[src/include/seq_map_regs.vh]
/*
  Constants for the sequencer font, memory-mode and lock registers:
  index offsets, field positions, reset values and key.
  Assumes inclusion by bare name from design files.
*/
`ifndef SEQ_MAP_REGS_VH
`define SEQ_MAP_REGS_VH
`define IDX_SEQ_RESET 8'h00
`define IDX_PLANE_MASK 8'h02
`define IDX_FONT_SEL 8'h03
`define IDX_MEM_MODE 8'h04
`define IDX_LOCK 8'h06
`define RST_FONT_SEL 8'h00
`define RST_MEM_MODE 8'h04
`define RST_LOCK 8'h00
`define UNLOCK_KEY 8'h57
`define BIT_QUAD_CHAIN 3
`define BIT_ODD_EVEN_N 2
`define BIT_LARGE_MEM 1
`define MEM_MODE_MASK 8'h0E
`define FONT_SEL_MASK 8'h3F
`define BIT_ASYNC_CLR 0
`define BIT_ATTR_FONT 3
`define FONT_BLOCK_SHIFT 13
`endif

[src/design/seq_map_memory.v]
/*
  Sequencer character map, memory mode and extended lock registers,
  reached over the index/data I/O port pair, plus the host plane
  steering that memory mode controls.
  Assumes: index/data strobes are single-cycle pulses synchronous to
  ref_clk; the sequencer reset and plane mask registers live elsewhere
  and are presented as plain inputs; graphics read-map select likewise.
*/
// Operation
// - Attribute bit 3 picks primary font (0) or secondary font (1) in text mode.
// - Primary base = {bit1,bit0,bit4} times 8K, 0K to 56K.
// - Secondary base = {bit3,bit2,bit5} times 8K, same encoding.
// - Character map clears on sequencer async reset and on system reset.
// - That async reset fires when sequencer reset bit 0 goes 1 to 0.
// - Chain-4 set: host address bits 1:0 select the single plane.
// - Chain-4 writes reach that plane only if plane write mask enables it.
// - Chain-4 reads ignore read-map select, use host address bits 1:0.
// - Odd/even: address bit 0 picks planes 0,2 (0) or 1,3 (1).
// - Odd/even write enables are plane pair ANDed with write mask.
// - Odd/even reads use read-map bit 1 with address bit 0; map bit 0 ignored.
// - Memory mode bit 1 flags 64K (0) or 256K (1) display memory.
// - Memory mode bits 7-4 and 0 read as zero.
// - Memory mode resets to 04h; character map and lock to 00h.
// - Writing 57h to lock unlocks extended registers; other values lock.
// - Lock reads return 0 when locked, 1 when unlocked.
`timescale 1ns/10ps
`include "seq_map_regs.vh"
module seq_map_memory (
  input wire ref_clk,
  input wire rst,
  input wire index_wr,
  input wire data_wr,
  input wire data_rd,
  input wire [7:0] wr_data,
  input wire [7:0] sequencer_reset_reg,
  input wire [3:0] plane_write_mask_reg,
  input wire [1:0] read_plane_select_reg,
  input wire [1:0] host_addr_low_pair,
  input wire text_attr_bit3,
  input wire ext_reg_wr,
  output reg [7:0] rd_data,
  output reg [7:0] index_out,
  output reg [2:0] primary_font_select,
  output reg [2:0] secondary_font_select,
  output reg [15:0] font_base_addr,
  output reg quad_plane_chain,
  output reg odd_even_mode,
  output reg large_video_memory,
  output reg [3:0] plane_write_en,
  output reg [1:0] read_plane,
  output reg ext_unlocked,
  output reg ext_wr_allowed
);
  reg [7:0] index_reg;
  reg [7:0] font_sel_reg;
  reg [7:0] mem_mode_reg;
  reg unlocked_reg;
  reg async_prev_reg;
  reg [7:0] rd_next;
  reg [7:0] font_next;
  reg [3:0] wen_next;
  reg [1:0] rplane_next;
  reg [2:0] pri_next;
  reg [2:0] sec_next;
  wire async_sequencer_clear;
  wire host_addr_bit0;
  wire wr_font;
  wire wr_mode;
  wire wr_lock;

  assign host_addr_bit0 = host_addr_low_pair[0];
  // Falling edge of the sequencer reset bit 0
  assign async_sequencer_clear = async_prev_reg & ~sequencer_reset_reg[`BIT_ASYNC_CLR];
  assign wr_font = data_wr && (index_reg == `IDX_FONT_SEL);
  assign wr_mode = data_wr && (index_reg == `IDX_MEM_MODE);
  assign wr_lock = data_wr && (index_reg == `IDX_LOCK);

  always @(posedge ref_clk) begin
    if (rst) begin
      async_prev_reg <= 1'b0;
    end else begin
      async_prev_reg <= sequencer_reset_reg[`BIT_ASYNC_CLR];
    end
  end

  always @(posedge ref_clk) begin
    if (rst) begin
      index_reg <= 8'h00;
    end else if (index_wr) begin
      index_reg <= wr_data;
    end
  end

  // Clear beats a same-cycle write, so software never sees a stale map
  always @* begin
    font_next = font_sel_reg;
    if (async_sequencer_clear) begin
      font_next = `RST_FONT_SEL;
    end else if (wr_font) begin
      font_next = wr_data & `FONT_SEL_MASK;
    end
  end

  always @(posedge ref_clk) begin
    if (rst) begin
      font_sel_reg <= `RST_FONT_SEL;
      mem_mode_reg <= `RST_MEM_MODE;
      unlocked_reg <= 1'b0;
    end else begin
      font_sel_reg <= font_next;
      if (wr_mode) begin
        mem_mode_reg <= wr_data & `MEM_MODE_MASK;
      end
      if (wr_lock) begin
        unlocked_reg <= (wr_data == `UNLOCK_KEY);
      end
    end
  end

  always @* begin
    rd_next = 8'h00;
    case (index_reg)
      `IDX_FONT_SEL: begin
        rd_next = font_sel_reg;
      end
      `IDX_MEM_MODE: begin
        rd_next = mem_mode_reg & `MEM_MODE_MASK;
      end
      `IDX_LOCK: begin
        rd_next = {7'h00, unlocked_reg};
      end
      default: begin
        rd_next = 8'h00;
      end
    endcase
  end

  // Font block fields are scattered: low bit sits above the two high bits
  always @* begin
    pri_next = {font_next[1], font_next[0], font_next[4]};
    sec_next = {font_next[3], font_next[2], font_next[5]};
  end

  always @* begin
    wen_next = plane_write_mask_reg;
    rplane_next = read_plane_select_reg;
    if (mem_mode_reg[`BIT_QUAD_CHAIN]) begin
      wen_next = plane_write_mask_reg & (4'h1 << host_addr_low_pair);
      rplane_next = host_addr_low_pair;
    end else if (!mem_mode_reg[`BIT_ODD_EVEN_N]) begin
      wen_next = plane_write_mask_reg & (host_addr_bit0 ? 4'hA : 4'h5);
      rplane_next = {read_plane_select_reg[1], host_addr_bit0};
    end
  end

  // Outputs registered; plane steering lags its address inputs by one cycle
  always @(posedge ref_clk) begin
    if (rst) begin
      rd_data <= 8'h00;
      index_out <= 8'h00;
      primary_font_select <= 3'h0;
      secondary_font_select <= 3'h0;
      font_base_addr <= 16'h0000;
      quad_plane_chain <= 1'b0;
      odd_even_mode <= 1'b0;
      large_video_memory <= 1'b0;
      plane_write_en <= 4'h0;
      read_plane <= 2'h0;
      ext_unlocked <= 1'b0;
      ext_wr_allowed <= 1'b0;
    end else begin
      if (data_rd) begin
        rd_data <= rd_next;
      end
      index_out <= index_reg;
      primary_font_select <= pri_next;
      secondary_font_select <= sec_next;
      // Base is the block number times 8K
      if (text_attr_bit3) begin
        font_base_addr <= {sec_next, 13'h0000};
      end else begin
        font_base_addr <= {pri_next, 13'h0000};
      end
      quad_plane_chain <= mem_mode_reg[`BIT_QUAD_CHAIN];
      odd_even_mode <= ~mem_mode_reg[`BIT_ODD_EVEN_N];
      large_video_memory <= mem_mode_reg[`BIT_LARGE_MEM];
      plane_write_en <= wen_next;
      read_plane <= rplane_next;
      ext_unlocked <= (wr_lock) ? (wr_data == `UNLOCK_KEY) : unlocked_reg;
      ext_wr_allowed <= ext_reg_wr & unlocked_reg;
    end
  end
endmodule

[config.mk]
export PLATFORM = sky130hd
export DESIGN_NAME = seq_map_memory
export DESIGN_NICKNAME = d
export VERILOG_FILES = /design/src/design/seq_map_memory.v
export VERILOG_INCLUDE_DIRS = /design/src /design/src/include
export SDC_FILE = /design/constraint.sdc
export NUM_CORES = 1
export LEC_CHECK = 0
export ABC_AREA = 1
export BUFFER_PORTS_ARGS = -buffer_cell sky130_fd_sc_hd__buf_2
export CELL_PAD_IN_SITES_DETAIL_PLACEMENT = 0
export CELL_PAD_IN_SITES_GLOBAL_PLACEMENT = 1
export CORE_ASPECT_RATIO = 0.5
export CORE_MARGIN = 2
export CORE_UTILIZATION = 33
export CTS_CLUSTER_DIAMETER = 200
export DETAILED_ROUTE_END_ITERATION = 6
export HOLD_SLACK_MARGIN = 0.03
export PLACE_DENSITY_LB_ADDON = 0.1
export SYNTH_ARGS = -nofsm -noshare
export SYNTH_HDL_FRONTEND = slang
export SYNTH_SLANG_ARGS = --single-unit
[constraint.sdc]
create_clock -name ref_clk -period 1.36 [get_ports ref_clk]
set_input_delay 0.068 -clock ref_clk [delete_from_list [all_inputs] [get_ports ref_clk]]
set_output_delay 0.068 -clock ref_clk [all_outputs]
set_load 0.01 [all_outputs]
==> flow_metrics.py <==
metrics = {
    "critical_path": {
        "arrival_ns": 1.42,
        "cp_slowest_cell": "dfxtp_1",
        "critPathCapture": "font_base_addr[15]$_SDFF_PP0_",
        "reg2reg_slack_ns": 0.13,
        "r2r-start": "index_reg[4]$_SDFFE_PP0P_",
        "r2r_cells": 8,
        "required_ns": 1.54,
        "crit_fanout": 8,
        "r2r-end": "font_base_addr[15]$_SDFF_PP0_",
        "crit_type": "flop to flop",
        "crit_chain": "nor2_2, nand2_4, nor2_8, nand3_1, nand3_1, nand2_1, nand2_1, inv_1",
        "max_stage_delay_ns": 0.33,
        "crit_start": "index_reg[4]$_SDFFE_PP0P_",
        "setup.worst_path.end_class": "flop",
        "start_kind": "flop",
    },
    "clocking": {
        "h-tree-depth": 2,
        "clkTransAtPathRegs_ns": 0.06,
        "post_cts_buffers": 0,
        "cts_buffers": 5,
        "cts_tree": "built",
        "insertion_delay_ns": 0.28,
        "clockBufferDepth": 2,
        "clock_sinks": 46,
        "root_buffer": "clkbuf_16",
    },
    "floorplanning": {
        "initial_core_util_pct": 34.3,
        "io_pins": 80,
        "die_h_um": 57.4,
        "core_sq_um": 5490,
        "die_area_sq_um": 6360,
        "rows": 19,
        "die_w_um": 111,
    },
    "sta": {
        "max_clock_freq_ghz": 0.811,
        "slew_viol_final": 0,
        "hold_viol": 0,
        "period_needed_ns": 1.23,
        "rsz0062_at_grt": "false",
        "fin_skew_ns": 0.00690,
        "fin_crit_sh_pct": 90.7,
        "setup_tns_ns": 0,
        "setup_ws_ns": 0.126,
        "setup_viol": 0,
    },
    "outcome": {
        "status": "finished clean",
    },
    "yosys": {
        "synth-edff-count": 0,
        "netlist_area_sq_um": 1880,
        "synth_warnings": 0,
        "ys_ff_latch": 46,
        "yosys.area.top_type_share_pct": 48.9,
        "synth_area_leaders": "dfxtp_1, nand2_1, inv_1, buf_4, nor2_1",
        "ys_seq_area_share_pct": 48.9,
        "syn_inst": 244,
        "synth_ff_type": "dfxtp_1",
        "synth_top_cell_by_area": "dfxtp_1",
        "synthArstFlopShare_pct": 0,
        "avgSynthCellArea_sq_um": 7.71,
        "synth_cell_types": 26,
    },
    "flow_run": {
        "max-cap-violations": 0,
    },
    "grt": {
        "antenna_found_initial": 0,
        "grt_max_degree": 26,
        "grt_pass1_wl_um": 6980,
        "first_global_vias": 1443,
        "gr-total-overflow": 0,
        "grt_usage_pct": 14.2,
    },
    "min_path": {
        "hold_path.class": "input pin to flop",
    },
    "route": {
        "dr.pass1.iters": 5,
        "drc": 0,
        "finalWirelength_um": 4340,
        "final_antenna_net_count": 0,
        "initialDrtViolationCount": 69,
        "vias": 1620,
        "viasPerCell": 4.29,
        "wl_per_cell_um": 11.5,
    },
    "finish": {
        "final_util_pct": 43.0,
        "layout-drive-gt1-share_pct": 26.6,
        "num-nets-final": 337,
        "syn_to_final_growth_pct": 25.6,
        "num_antenna_cells": 0,
    },
    "power": {
        "p_seq_share_pct": 49.3,
        "leakagePower_nw": 1.22,
        "power_w": 0.00289,
        "ir_worst_vdd_mv": 0.473,
        "powerDensity_nw_per_um2": 1220,
        "swShare_pct": 23.4,
        "pwr-share-clk_pct": 40.7,
        "combPwrFrac_pct": 10.0,
        "power.switching_w": 0.000676,
        "intPower_w": 0.00221,
    },
    "placed_design": {
        "gp_congestion": 0.807,
        "hpwl_um": 3300,
        "preCtsSetupSlack_ns": 0.134,
        "io_buffers": 57,
    },
}
## layer usage
| layer | share of wire (%) | vias to the layer above | global-route usage, % |
|---|---|---|---|
| li1 | - | 856 | - |
| met1 | 54 | 710 | 20.1 |
| met2 | 38 | 52 | 20.5 |
| met3 | 6.3 | 2 | 4.14 |
| met4 | 0.97 | 0 | 5.36 |
| met5 | 0 | - | 0 |
## repair_timing
action	CTS	global route
setup endpoints to repair	0	2
gates resized for setup	0	2
endpoints found under the hold margin	4	0
hold buffers	4	0
## power by group through the flow
stage | Sequential [W] | Combinational [W] | Clock, W
after floorplan | 0.00147 | 0.000195 | 0
after global placement | 0.00145 | 0.000281 | 0
after detailed placement | 0.00145 | 0.000281 | 0
after CTS | 0.00142 | 0.000292 | 0.00120
after global routing | 0.00143 | 0.000325 | 0.00125
final | 0.00142 | 0.000289 | 0.00117
## area by class of cell
cell class | instances | area (sq um)
clock buffers | 6 | 139
fillers | 600 | 3130
inverters | 35 | 136
multi-input cells | 155 | 733
flip-flops and latches | 46 | 923
well taps | 73 | 91.3
repair buffers | 63 | 340
## metrics by stage
stage                     hold slack [ns]  cell area [sq um]  instances
after global routing               0.0474               2360        378
after detailed placement            0.300               2180        368
after floorplan                     0.191               1930        258
after global placement              0.299               2180        368
after CTS                          0.0305               2360        378
final                              0.0323               2360        378
## Yosys cell counts (2+ instances only)
cell      number
a21oi_1       20
buf_2          4
buf_4         15
clkbuf_1       2
dfxtp_1       46
inv_1         32
inv_2          2
nand2_1       44
nand2_2        3
nand3_1       20
nand4_1        3
nor2_1        27
nor2_2         2
o21ai_0        9
o21ai_1        4
## placed cells by master (no fill, tap or decap), types with 2 or more instances in the layout
cell type      Yosys  layout
dfxtp_1           46      44
o21ai_0            9       9
nor2_2             2       2
o21ai_1            4       4
nand2_2            3       3
dlygate4sd3_1      0       4
nor2_1            27      27
nand3_1           20      20
a21oi_1           20      20
conb_1             1      15
buf_4             15       2
dfxtp_2            0       2
nand2_1           44      44
nand4_1            3       3
inv_1             32      32
buf_2              4      57
clkbuf_16          0       5
inv_2              2       2
## worst min path at each step
stage                                   from                           end  slack (ns)  cells past startpoint
floorplan                         ext_reg_wr     ext_wr_allowed$_SDFF_PP0_        0.19                      2
global placement    read_plane_select_reg[0]      read_plane[0]$_SDFF_PP0_        0.30                      3
detailed placement  read_plane_select_reg[0]      read_plane[0]$_SDFF_PP0_        0.30                      3
CTS                  plane_write_mask_reg[2]  plane_write_en[2]$_SDFF_PP0_        0.03                      3
global route                      wr_data[7]     index_reg[7]$_SDFFE_PP0P_        0.05                      3
finish               plane_write_mask_reg[2]  plane_write_en[2]$_SDFF_PP0_        0.03                      3
## worst max-delay path: cells and delay by family (launching register included)
family	cells	cell delay (ns)
buffers and inverters	1	0.04
and+or+nand+nor	7	0.77
DFF	1	0.33
## kinds of logic after synthesis
| kind of cell | share of synthesized area [%] |
|---|---|
| AOI/OAI and AO/OA | 9.44 |
| buffers and inverters | 14.9 |
| DFF | 48.9 |
| other | 0.199 |
| and+or+nand+nor | 26.5 |
Note: power is estimated with default switching activity, not from simulation.
